===== config.mk =====
export PLATFORM = sky130hd
export DESIGN_NAME = sbs_node
export DESIGN_NICKNAME = d
export VERILOG_FILES = /design/src/sbs_pkg.sv /design/src/sbs_sync.sv /design/src/sbs_node.sv
export VERILOG_INCLUDE_DIRS = /design/src
export SDC_FILE = /design/constraint.sdc
export NUM_CORES = 1
export LEC_CHECK = 0
export BUFFER_PORTS_ARGS = -buffer_cell sky130_fd_sc_hd__clkbuf_2
export CELL_PAD_IN_SITES_DETAIL_PLACEMENT = 0
export CELL_PAD_IN_SITES_GLOBAL_PLACEMENT = 1
export CORE_MARGIN = 4
export CORE_UTILIZATION = 46
export CTS_CLUSTER_DIAMETER = 80
export DETAILED_ROUTE_END_ITERATION = 10
export PLACE_DENSITY_LB_ADDON = 0.1
export SYNTH_ARGS = -nofsm -noshare
export SYNTH_HDL_FRONTEND = slang
export SYNTH_SLANG_ARGS = --single-unit

===== constraint.sdc =====
create_clock -name ref_clk -period 6.27 [get_ports ref_clk]
set_input_delay 0.9405 -clock ref_clk [delete_from_list [all_inputs] [get_ports ref_clk]]
set_output_delay 0.9405 -clock ref_clk [all_outputs]
set_load 0.005 [all_outputs]

===== src/sbs_map.svh =====
// Purpose: named offsets, codes, reset values and timing counts of the sensor bus node
// Assumes: ref_clk at 100 MHz
// Notes: times keep their own unit, cycle counts derive from them
`ifndef SBS_MAP_SVH
`define SBS_MAP_SVH
// clock and timing
`define SBS_CLK_MHZ 100
`define SBS_TO_US 2000
`define SBS_TO_CYC (`SBS_TO_US * `SBS_CLK_MHZ)
`define SBS_UVM_NS 1000
`define SBS_UVM_CYC (`SBS_UVM_NS * `SBS_CLK_MHZ / 1000)
`define SBS_CNT_MAX 12'hFFF
// register offsets and bus answers
`define SBS_OFS_CTRL 8'h00
`define SBS_OFS_STAT 8'h04
`define SBS_OFS_LAST 8'h08
`define SBS_CTRL_RST 2'h3
`define SBS_RESP_OK 2'h0
`define SBS_RESP_ERR 2'h2
// word format and checksum
`define SBS_CRC_SEED 4'hA
`define SBS_LEN_SHORT 5'h0C
`define SBS_LEN_LONG 5'h14
`define SBS_BITS_MAX 5'h1F
// conversion codes
`define SBS_ADC_LO 10'h020
`define SBS_ADC_HI 10'h3E3
`define SBS_ADC_ERR 10'h3F8
// command codes
`define SBS_CMD_INIT 4'h1
`define SBS_CMD_CLEAR 4'h2
`define SBS_CMD_PINCTL 4'h3
`define SBS_CMD_RDPIN 4'h4
`define SBS_CMD_REQ0 4'h5
`define SBS_CMD_REQ1 4'h6
`define SBS_CMD_TEST 4'hF
// dither generator
`define SBS_LFSR_SEED 16'hACE1
`define SBS_LFSR_TAPS 16'hB400
`endif


===== src/sbs_pkg.sv =====
// Purpose: types shared by the sensor bus node files
// Assumes: nothing beyond SystemVerilog packages
// Notes: bus and converter signals travel as packed structs
package sbs_pkg;
    // receiver states
    typedef enum logic [1:0] {rx_idle, rx_wait, rx_blo, rx_bhi} sbs_rx_e;
    // register bus, master to node
    typedef struct packed {
        logic awvalid;
        logic [7:0] awaddr;
        logic wvalid;
        logic [31:0] wdata;
        logic [3:0] wstrb;
        logic bready;
        logic arvalid;
        logic [7:0] araddr;
        logic rready;
    } sbs_axi_req_s;
    // register bus, node to master
    typedef struct packed {
        logic awready;
        logic wready;
        logic bvalid;
        logic [1:0] bresp;
        logic arready;
        logic rvalid;
        logic [31:0] rdata;
        logic [1:0] rresp;
    } sbs_axi_rsp_s;
    // converter start and result
    typedef struct packed {
        logic start;
        logic chan;
    } sbs_adc_req_s;
    typedef struct packed {
        logic done;
        logic err;
        logic [9:0] code;
    } sbs_adc_rsp_s;
    // whole node state
    typedef struct packed {
        sbs_rx_e rx;
        logic sg_prev;
        logic [11:0] lo_cnt;
        logic [11:0] hi_cnt;
        logic [4:0] bitcnt;
        logic [19:0] sh;
        logic [19:0] tx;
        logic tx_v;
        logic resp_on;
        logic [19:0] pend;
        logic pend_v;
        logic inited;
        logic [3:0] addr;
        logic sw;
        logic [2:0] dir;
        logic [2:0] oval;
        logic test;
        logic [17:0] to_cnt;
        logic [7:0] uv_cnt;
        logic [15:0] lfsr;
        logic dith;
        logic adc_start;
        logic adc_chan;
        logic adc_wait;
        logic [1:0] ctrl;
        logic [24:0] last;
        logic aw_h;
        logic [7:0] aw_a;
        logic w_h;
        logic [1:0] w_d;
        logic w_s;
        logic bvalid;
        logic [1:0] bresp;
        logic rvalid;
        logic [31:0] rdata;
        logic [1:0] rresp;
    } sbs_st_s;
endpackage


===== src/sbs_sync.sv =====
// Purpose: three-stage synchroniser with agreement filter
// Assumes: inputs asynchronous to ref_clk
// Notes: level changes only once stages two and three agree
`timescale 1ns/1ps
module sbs_sync #(
    parameter int W = 8
) (
    input wire logic ref_clk,
    input wire logic nrst,
    input wire logic [W-1:0] async_in,
    output logic [W-1:0] level
);
    typedef struct packed {
        logic [W-1:0] s1;
        logic [W-1:0] s2;
        logic [W-1:0] s3;
        logic [W-1:0] lvl;
    } sbs_sync_s;
    sbs_sync_s st_q;
    sbs_sync_s st_d;

    // stage one feeds two, two feeds three; level follows two and three once they agree
    always_comb begin
        st_d = st_q;
        st_d.s1 = async_in;
        st_d.s2 = st_q.s1;
        st_d.s3 = st_q.s2;
        st_d.lvl = (st_q.s2 & st_q.s3) | (st_q.lvl & (st_q.s2 ^ st_q.s3));
    end

    // state register
    always_ff @(posedge ref_clk or negedge nrst) begin
        if (!nrst) begin
            st_q <= '0;
        end else begin
            st_q <= st_d;
        end
    end

    assign level = st_q.lvl;
endmodule


===== src/sbs_node.sv =====
// Purpose: slave logic of a powered two-wire sensor bus node
// Assumes: ref_clk 100 MHz, comparator and converter flags from analog blocks
// Notes: registers over AXI4-Lite; all state sits in one struct
// How it works
// - test indicator high only in test mode
// - filter under-voltage reset against short glitches
// - after reset answer nothing until initialised
// - frame threshold fall starts a new word
// - bit runs fall to fall, timing low/high
// - longer low means zero, longer high one
// - frame threshold rise ends the word
// - long frame-low time resets the node
// - bus-low timeout lies between 2 and 4 ms
// - bad checksum or length: only drops the pending answer and conversion
// - checksum x^4+1 seeded 1010, bitwise
// - one clock drives all logic and timing
// - LFSR bit stream dithers the oscillator
// - only request commands start a conversion
// - result goes out during next word
// - clamp results to 0020 through 03E3
// - conversion error reports 03F8
// - input pin one high forces 03F8
// - response current set at each bit start
// - response current off while bus idle
// - command opens or closes chain switches
// - clear, timeout or brown-out opens switches
// - only initialisation closes the switches
// - logic pins default to inputs
`timescale 1ns/1ps
`include "sbs_map.svh"
module sbs_node #(
    parameter logic [17:0] TIMEOUT_CYC = 18'(`SBS_TO_CYC),
    parameter logic [7:0] UV_CYC = 8'(`SBS_UVM_CYC)
) (
    input wire logic ref_clk,
    input wire logic nrst,
    input wire sbs_pkg::sbs_axi_req_s axi_req,
    output sbs_pkg::sbs_axi_rsp_s axi_rsp,
    input wire logic frame_below,
    input wire logic signal_below,
    input wire logic hold_cap_low,
    input wire logic regulated_supply_low,
    input wire logic test_en,
    input wire logic [2:0] logic_pin_in,
    output logic [2:0] logic_pin_out,
    output logic [2:0] logic_pin_oe,
    output sbs_pkg::sbs_adc_req_s adc_req,
    input wire sbs_pkg::sbs_adc_rsp_s adc_rsp,
    output logic resp_current_on,
    output logic chain_switch,
    output logic test_indicator_out,
    output logic dither_out
);
    import sbs_pkg::*;

    sbs_st_s q;
    sbs_st_s d;
    logic [7:0] lvl;
    logic fr_low, sg_low, uv_any, tst_en, sg_fall, bit_val, in_bit;
    logic word_end, len_ok, word_ok, act_init, act_cmd, act_req;
    logic timeout_evt, uv_evt;
    logic [2:0] pin_lvl;
    logic [4:0] nb;
    logic [19:0] nsh;
    logic [3:0] w_addr, w_cmd;
    logic [7:0] w_data;
    logic [9:0] adc_val;
    logic [31:0] stat_word;

    // bitwise checksum over the first n-4 received bits
    function automatic logic [3:0] sbs_crc(input logic [19:0] w, input logic [4:0] n);
        logic [3:0] c;
        c = `SBS_CRC_SEED;
        for (int i = 19; i >= 4; i--) begin
            if (5'(i) < n) begin
                c = {c[2:0], c[3] ^ w[i]};
            end
        end
        return c;
    endfunction

    // response word: payload then its checksum
    function automatic logic [19:0] sbs_resp(input logic [15:0] p);
        return {p, sbs_crc({p, 4'h0}, `SBS_LEN_LONG)};
    endfunction

    // comparators, supply flags, test pin and logic pins
    sbs_sync #(.W(8)) u_sync (
        .ref_clk(ref_clk),
        .nrst(nrst),
        .async_in({test_en, regulated_supply_low, hold_cap_low, signal_below,
            frame_below, logic_pin_in}),
        .level(lvl)
    );
    assign pin_lvl = lvl[2:0];
    assign fr_low = lvl[3];
    assign sg_low = lvl[4];
    assign uv_any = lvl[5] | lvl[6];
    assign tst_en = lvl[7];

    // bit decision and shift of the finished bit
    assign sg_fall = sg_low & ~q.sg_prev;
    assign bit_val = q.hi_cnt > q.lo_cnt;
    assign in_bit = (q.rx == rx_blo) || (q.rx == rx_bhi);
    assign nsh = in_bit ? {q.sh[18:0], bit_val} : q.sh;
    assign nb = (in_bit && q.bitcnt != `SBS_BITS_MAX) ? q.bitcnt + 5'h01 : q.bitcnt;

    // word checks and field split
    assign word_end = !fr_low && q.rx != rx_idle;
    assign len_ok = nb == `SBS_LEN_SHORT || nb == `SBS_LEN_LONG;
    assign word_ok = word_end && len_ok && sbs_crc(nsh, nb) == nsh[3:0];
    assign w_addr = nsh[11:8];
    assign w_cmd = nsh[7:4];
    assign w_data = (nb == `SBS_LEN_LONG) ? nsh[19:12] : 8'h00;
    assign act_init = word_ok && (!q.inited || !q.sw) && w_cmd == `SBS_CMD_INIT
        && w_addr == 4'h0; // re-init only while switches open
    assign act_cmd = word_ok && q.inited && w_addr == q.addr;
    assign act_req = act_cmd && (w_cmd == `SBS_CMD_REQ0 || w_cmd == `SBS_CMD_REQ1);

    // reset sources: bus-low timeout and filtered under-voltage
    assign timeout_evt = fr_low && q.to_cnt == TIMEOUT_CYC - 18'h1;
    assign uv_evt = uv_any && q.uv_cnt == UV_CYC - 8'h01;

    // reported conversion value
    always_comb begin
        if (adc_rsp.err || (!q.dir[1] && pin_lvl[1])) begin
            adc_val = `SBS_ADC_ERR;
        end else if (adc_rsp.code < `SBS_ADC_LO) begin
            adc_val = `SBS_ADC_LO;
        end else if (adc_rsp.code > `SBS_ADC_HI) begin
            adc_val = `SBS_ADC_HI;
        end else begin
            adc_val = adc_rsp.code;
        end
    end

    assign stat_word = {16'h0000, q.addr, 1'b0, q.dir, 1'b0, pin_lvl,
        q.test, q.sw, q.inited, q.pend_v};

    // next state of the whole node
    always_comb begin
        d = q;
        d.adc_start = 1'b0;
        d.sg_prev = sg_low;
        // dither stream from the same clock
        d.lfsr = {q.lfsr[14:0], ^(q.lfsr & `SBS_LFSR_TAPS)};
        d.dith = q.ctrl[1] & q.lfsr[15];
        // frame-low and under-voltage timers
        if (!fr_low) begin
            d.to_cnt = 18'h0;
        end else if (q.to_cnt != TIMEOUT_CYC) begin
            d.to_cnt = q.to_cnt + 18'h1;
        end
        if (!uv_any) begin
            d.uv_cnt = 8'h00;
        end else if (q.uv_cnt != UV_CYC) begin
            d.uv_cnt = q.uv_cnt + 8'h01;
        end
        // receiver and response transmitter
        case (q.rx)
            rx_idle: begin
                if (fr_low && q.to_cnt == 18'h0 && q.ctrl[0]) begin
                    d.rx = rx_wait;
                    d.bitcnt = 5'h00;
                    d.sh = 20'h00000;
                    d.tx = q.pend;
                    d.tx_v = q.pend_v && q.inited;
                    d.pend_v = 1'b0;
                end
            end
            default: begin
                if (!fr_low) begin
                    d.rx = rx_idle;
                    d.resp_on = 1'b0;
                    d.tx_v = 1'b0;
                end else if (sg_fall) begin
                    d.sh = nsh;
                    d.bitcnt = nb;
                    d.lo_cnt = 12'h001;
                    d.hi_cnt = 12'h000;
                    d.rx = rx_blo;
                    d.resp_on = q.tx_v & q.tx[19];
                    d.tx = {q.tx[18:0], 1'b0};
                end else if (q.rx == rx_blo) begin
                    if (sg_low) begin
                        if (q.lo_cnt != `SBS_CNT_MAX) d.lo_cnt = q.lo_cnt + 12'h001;
                    end else begin
                        d.rx = rx_bhi;
                        d.hi_cnt = 12'h001;
                    end
                end else if (q.rx == rx_bhi && q.hi_cnt != `SBS_CNT_MAX) begin
                    d.hi_cnt = q.hi_cnt + 12'h001;
                end
            end
        endcase
        // actions of a valid word
        if (word_ok) begin
            d.last = {nb, nsh};
        end
        if (act_init) begin
            d.inited = 1'b1;
            d.addr = w_data[3:0];
            d.sw = 1'b1;
        end
        if (act_cmd) begin
            case (w_cmd)
                `SBS_CMD_CLEAR: begin
                    d.sw = 1'b0;
                    d.dir = 3'h0;
                end
                `SBS_CMD_PINCTL: begin
                    d.dir = w_data[2:0];
                    d.oval = w_data[5:3];
                end
                `SBS_CMD_RDPIN: begin
                    d.pend = sbs_resp({13'h0000, pin_lvl});
                    d.pend_v = 1'b1;
                end
                `SBS_CMD_REQ0, `SBS_CMD_REQ1: begin
                    d.adc_start = 1'b1;
                    d.adc_chan = w_cmd == `SBS_CMD_REQ1;
                    d.adc_wait = 1'b1;
                end
                `SBS_CMD_TEST: begin
                    if (tst_en) d.test = 1'b1;
                end
                default: begin
                end
            endcase
        end
        // finished conversion becomes the pending answer
        if (adc_rsp.done && q.adc_wait) begin
            d.pend = sbs_resp({adc_val, 6'h00});
            d.pend_v = 1'b1;
            d.adc_wait = 1'b0;
        end
        // a bad word drops whatever answer was pending
        if (word_end && !word_ok) begin
            d.pend_v = 1'b0;
            d.adc_wait = 1'b0;
        end
        if (!tst_en) begin
            d.test = 1'b0;
        end
        // node reset: uninitialised, switches open, pins inputs
        if (timeout_evt || uv_evt) begin
            d.inited = 1'b0;
            d.sw = 1'b0;
            d.dir = 3'h0;
            d.oval = 3'h0;
            d.test = 1'b0;
            d.pend_v = 1'b0;
            d.adc_wait = 1'b0;
            d.tx_v = 1'b0;
            d.resp_on = 1'b0;
        end
        // register bus: write address and data held separately
        if (axi_req.awvalid && !q.aw_h) begin
            d.aw_h = 1'b1;
            d.aw_a = axi_req.awaddr;
        end
        if (axi_req.wvalid && !q.w_h) begin
            d.w_h = 1'b1;
            d.w_d = axi_req.wdata[1:0];
            d.w_s = axi_req.wstrb[0];
        end
        if (q.aw_h && q.w_h && !q.bvalid) begin
            d.aw_h = 1'b0;
            d.w_h = 1'b0;
            d.bvalid = 1'b1;
            d.bresp = `SBS_RESP_OK;
            if (q.aw_a == `SBS_OFS_CTRL) begin
                if (q.w_s) d.ctrl = q.w_d;
            end else if (q.aw_a != `SBS_OFS_STAT && q.aw_a != `SBS_OFS_LAST) begin
                d.bresp = `SBS_RESP_ERR;
            end
        end else if (q.bvalid && axi_req.bready) begin
            d.bvalid = 1'b0;
        end
        // register bus: read
        if (axi_req.arvalid && !q.rvalid) begin
            d.rvalid = 1'b1;
            d.rresp = `SBS_RESP_OK;
            case (axi_req.araddr)
                `SBS_OFS_CTRL: d.rdata = {30'h00000000, q.ctrl};
                `SBS_OFS_STAT: d.rdata = stat_word;
                `SBS_OFS_LAST: d.rdata = {7'h00, q.last};
                default: begin
                    d.rdata = 32'h00000000;
                    d.rresp = `SBS_RESP_ERR;
                end
            endcase
        end else if (q.rvalid && axi_req.rready) begin
            d.rvalid = 1'b0;
        end
    end

    // state register
    always_ff @(posedge ref_clk or negedge nrst) begin
        if (!nrst) begin
            q <= '{rx: rx_idle, ctrl: `SBS_CTRL_RST, lfsr: `SBS_LFSR_SEED, default: '0};
        end else begin
            q <= d;
        end
    end

    // outputs
    assign axi_rsp = '{awready: !q.aw_h, wready: !q.w_h, bvalid: q.bvalid, bresp: q.bresp,
        arready: !q.rvalid, rvalid: q.rvalid, rdata: q.rdata, rresp: q.rresp};
    assign adc_req = '{start: q.adc_start, chan: q.adc_chan};
    assign resp_current_on = q.resp_on;
    assign chain_switch = q.sw;
    assign test_indicator_out = q.test;
    assign dither_out = q.dith;
    assign logic_pin_out = q.oval;
    assign logic_pin_oe = q.dir;
endmodule


==> impl_results.md <==
* Post-CTS Hold Buffers at 0
* Cell mode on critical path: ha_1
* Area of the multi-input gates at ~5800 µm²
* CP Capture Type: register
* Status: finished clean
* Flop2flop setup slack at around 0.85 ns
* Finish-stage setup viols at 0
* First-pass GRT wire length at approximately 49000 µm
* Post-Syn Instances at 1297
* CP Class: register to register
* Initial antenna violation count at 0
* Final Hold Viols at 0
* Antenna diode count at 0
* Mean Syn Cell Area at about 9.9 µm²
* Core Area at around 27000 µm²
* Critical path fanouts, max at 25
* Synth top area cells: dfrtp_1 47%, nand2_1 5.2%, nor2_1 3.2%
* FF-to-FF End: q[66]
* DIE WIDTH at roughly 170 µm
* Synth cell types at 86
* Post-route setup TNS at 0 ns
* Synth top area share at roughly 47%
* Routed length per instance at about 17 µm
* Total placed cells including tap cells at 1686
* Top FF cell, synth: dfrtp_1
* DRT Pass-1 Iters at 5
* Leakage Power at around 0.0064 µW
* Worst hold stages at 0
* PD cells at 266 nW/µm²
* Post-synth top cells: 242 x dfrtp_1, 178 x nand2_1, 108 x nor2_1
* Port buffer count at 89
* Post-synth top area cell: dfrtp_1
* Hpwl dp at a little under 20000 µm
* Cells along the critical path: ha_1 -> and3_1 -> ha_1 -> nand2b_1 -> or3_4 -> a211oi_4 -> xnor2_1 -> a311o_1 -> o31a_1 -> o211ai_2 -> mux2i_1 -> nor3_4 -> o31ai_4 -> buf_4 -> o21ai_0
* Clk slew on worst S/H paths at ~0.060 ns
* Ys Warns at 0
* Final GP Congestion at between 0.8 and 0.9
* Slew Viols, Final at 0
* Cts bufs inserted at 29
* Die Span Y at around 170 µm
* Reg2reg start: q[200]
* Share of layout cells above drive strength 1 at 16.2%
* Post-synth EDFFs at 0
* Sequential cell area at 6320 µm²
* Clk_lat worst skew at roughly 0.55 ns
* Actual slew at the worst max-slew pin at ~1.1 ns
* Initial Util at between 40% and 50%
* Mapped Area at ~13000 µm²
* Sequential area share after synthesis at roughly half
* Peak VDD IR at ~200 µV
* Crit path to: q[66]
* Vias in the first global route at 9428
* Largest net degree at the start of global routing at approximately 130
* H-tree levels at 1
* Worst setup SP type: register
* Die area at 30600 µm²
* Hold crit path type: register to register
* CTS tree: yes
* Root buf cell: clkbuf_16
* Net count reported at finish at ~1500
* Tcrit/Tclk final at between 80% and 90%
* # fillers at about 2500
* 1st-iter DRT viols at roughly 500
* Post-route antenna net violation count at 0
* Fin crit period at between 5 and 6 ns
* Maximum clock rate at ~0.18 GHz
* Worst path max stage delay at about 1 ns
* Relative slew slack at about 24%
* Cell with the most instances after synthesis: dfrtp_1
* Unrepaired setup endpoints after global routing: false
* DRC Markers at 0
* R2R depth at 15
* FFs w/ async S/R, synth at 100%
* Tot GR Track Use at around a fifth
* Fin Clk Skew at approximately 0.015 ns
* Worst Path Arrival at 5.82 ns
* Via Count at between 9000 and 10000
* Via density at 5.36
* Io pins at 132
* Syn-to-layout area delta at 11.9%
* Setup repair bufs after CTS at 0
* Clock Path Buffers at 3
* Cell Count, Final, Fillers Out at ~1700
* Site row count at 60
* #FFs+latches synth at 252
* Max Cap Viol at 0
* CP Data Required Time at roughly 6.7 ns
* Drt total wl at 29000 µm
* Gr ovfl total at 0
* Slowest cell on crit path: o31ai_4
* Post-cts repair resize count at 0
* Critical Path Start: q[200]
* Clock Sinks at between 200 and 300
stage by stage:
stage	total power (µW)	hold WS [ns]	util (%)	setup slack (ns)	cell area, µm²
after detailed placement	2150	0.335	49.2	0.894	13400
final	3820	0.340	52.7	0.853	14300
after floorplan	2040	0.331	-	1.86	12800
after global placement	2140	0.335	49.2	0.943	13400
after CTS	3880	0.346	52.7	0.867	14300
after global routing	4010	0.354	52.7	0.500	14300
cell type report:
cell class	count	area share, %
clock buffer	42	5.69
clock inverter	12	1.03
inverter	32	0.839
multi-input combinational	916	40.5
sequential	252	44.1
tap	372	3.25
timing repair buffer	114	4.58
power breakdown:
| part | switching (µW) | internal [µW] | total [µW] |
|---|---|---|---|
| logic | 163 | 132 | 294 |
| clock network | 676 | 1020 | 1700 |
| registers | 78.3 | 1740 | 1820 |
| total | 918 | 2900 | 3820 |
metal layers:
metal | global-route usage (%) | wire length [µm]
met1 | 26.4 | 13700
met3 | 2.49 | 800
met5 | 0 | 0
met4 | 4.06 | 545
met2 | 33.2 | 14000
worst min path at each step:
stage,slack [ns],start,end
after global routing,0.35,u_sync.st_d[16],u_sync.st_d[8]
after floorplan,0.33,d[84],d[85]
after global placement,0.33,u_sync.st_d[19],u_sync.st_d[11]
after CTS,0.35,u_sync.st_d[19],u_sync.st_d[11]
after detailed placement,0.33,u_sync.st_d[23],u_sync.st_d[15]
final,0.34,u_sync.st_d[19],u_sync.st_d[11]
worst max-delay path, delay by kind of cell, from the launching register on:
kind | cells | cell delay, ns
DFF | 1 | 0.38
adders and majority gates | 2 | 0.61
muxes | 1 | 0.30
and+or+nand+nor | 4 | 1.29
buffers and inverters | 1 | 0.34
xor gates and xnor gates | 1 | 0.15
AOI/OAI and AO/OA | 6 | 2.19
layout by cell type, fill, tap and decap left out, types with 26 or more instances in the layout:
cell,instances
ha_1,28
dfrtp_1,241
xnor2_1,41
nand2_1,178
nand3_1,38
o21ai_0,78
clkbuf_2,88
inv_1,32
clkbuf_16,29
mux2i_1,37
nor2_1,108
and2_1,26
a21oi_1,43
cell families after synthesis:
kind of cell / count (synthesis) / share of synthesized area [%]
other: 1 / 0.0293
and+or+nand+nor: 488 / 18.7
xor gates and xnor gates: 63 / 4.48
muxes: 64 / 5.38
buffers and inverters: 137 / 5.62
AOI/OAI and AO/OA: 264 / 13.7
DFF: 252 / 49.4
adders and majority gates: 28 / 2.74
flip-flops by register name, summed over array words and instances (netlist names):
| signal | flops |
|---|---|
| q | 164 |
| axi_rsp | 29 |
| u_sync.st_d | 16 |
| d | 15 |
| u_sync.level | 8 |
| u_sync.st_q | 8 |
| logic_pin_oe | 3 |
| logic_pin_out | 3 |
| adc_req | 2 |
| chain_switch | 1 |
| dither_out | 1 |
| resp_current_on | 1 |
| test_indicator_out | 1 |
(Power assumes the default switching activity.)
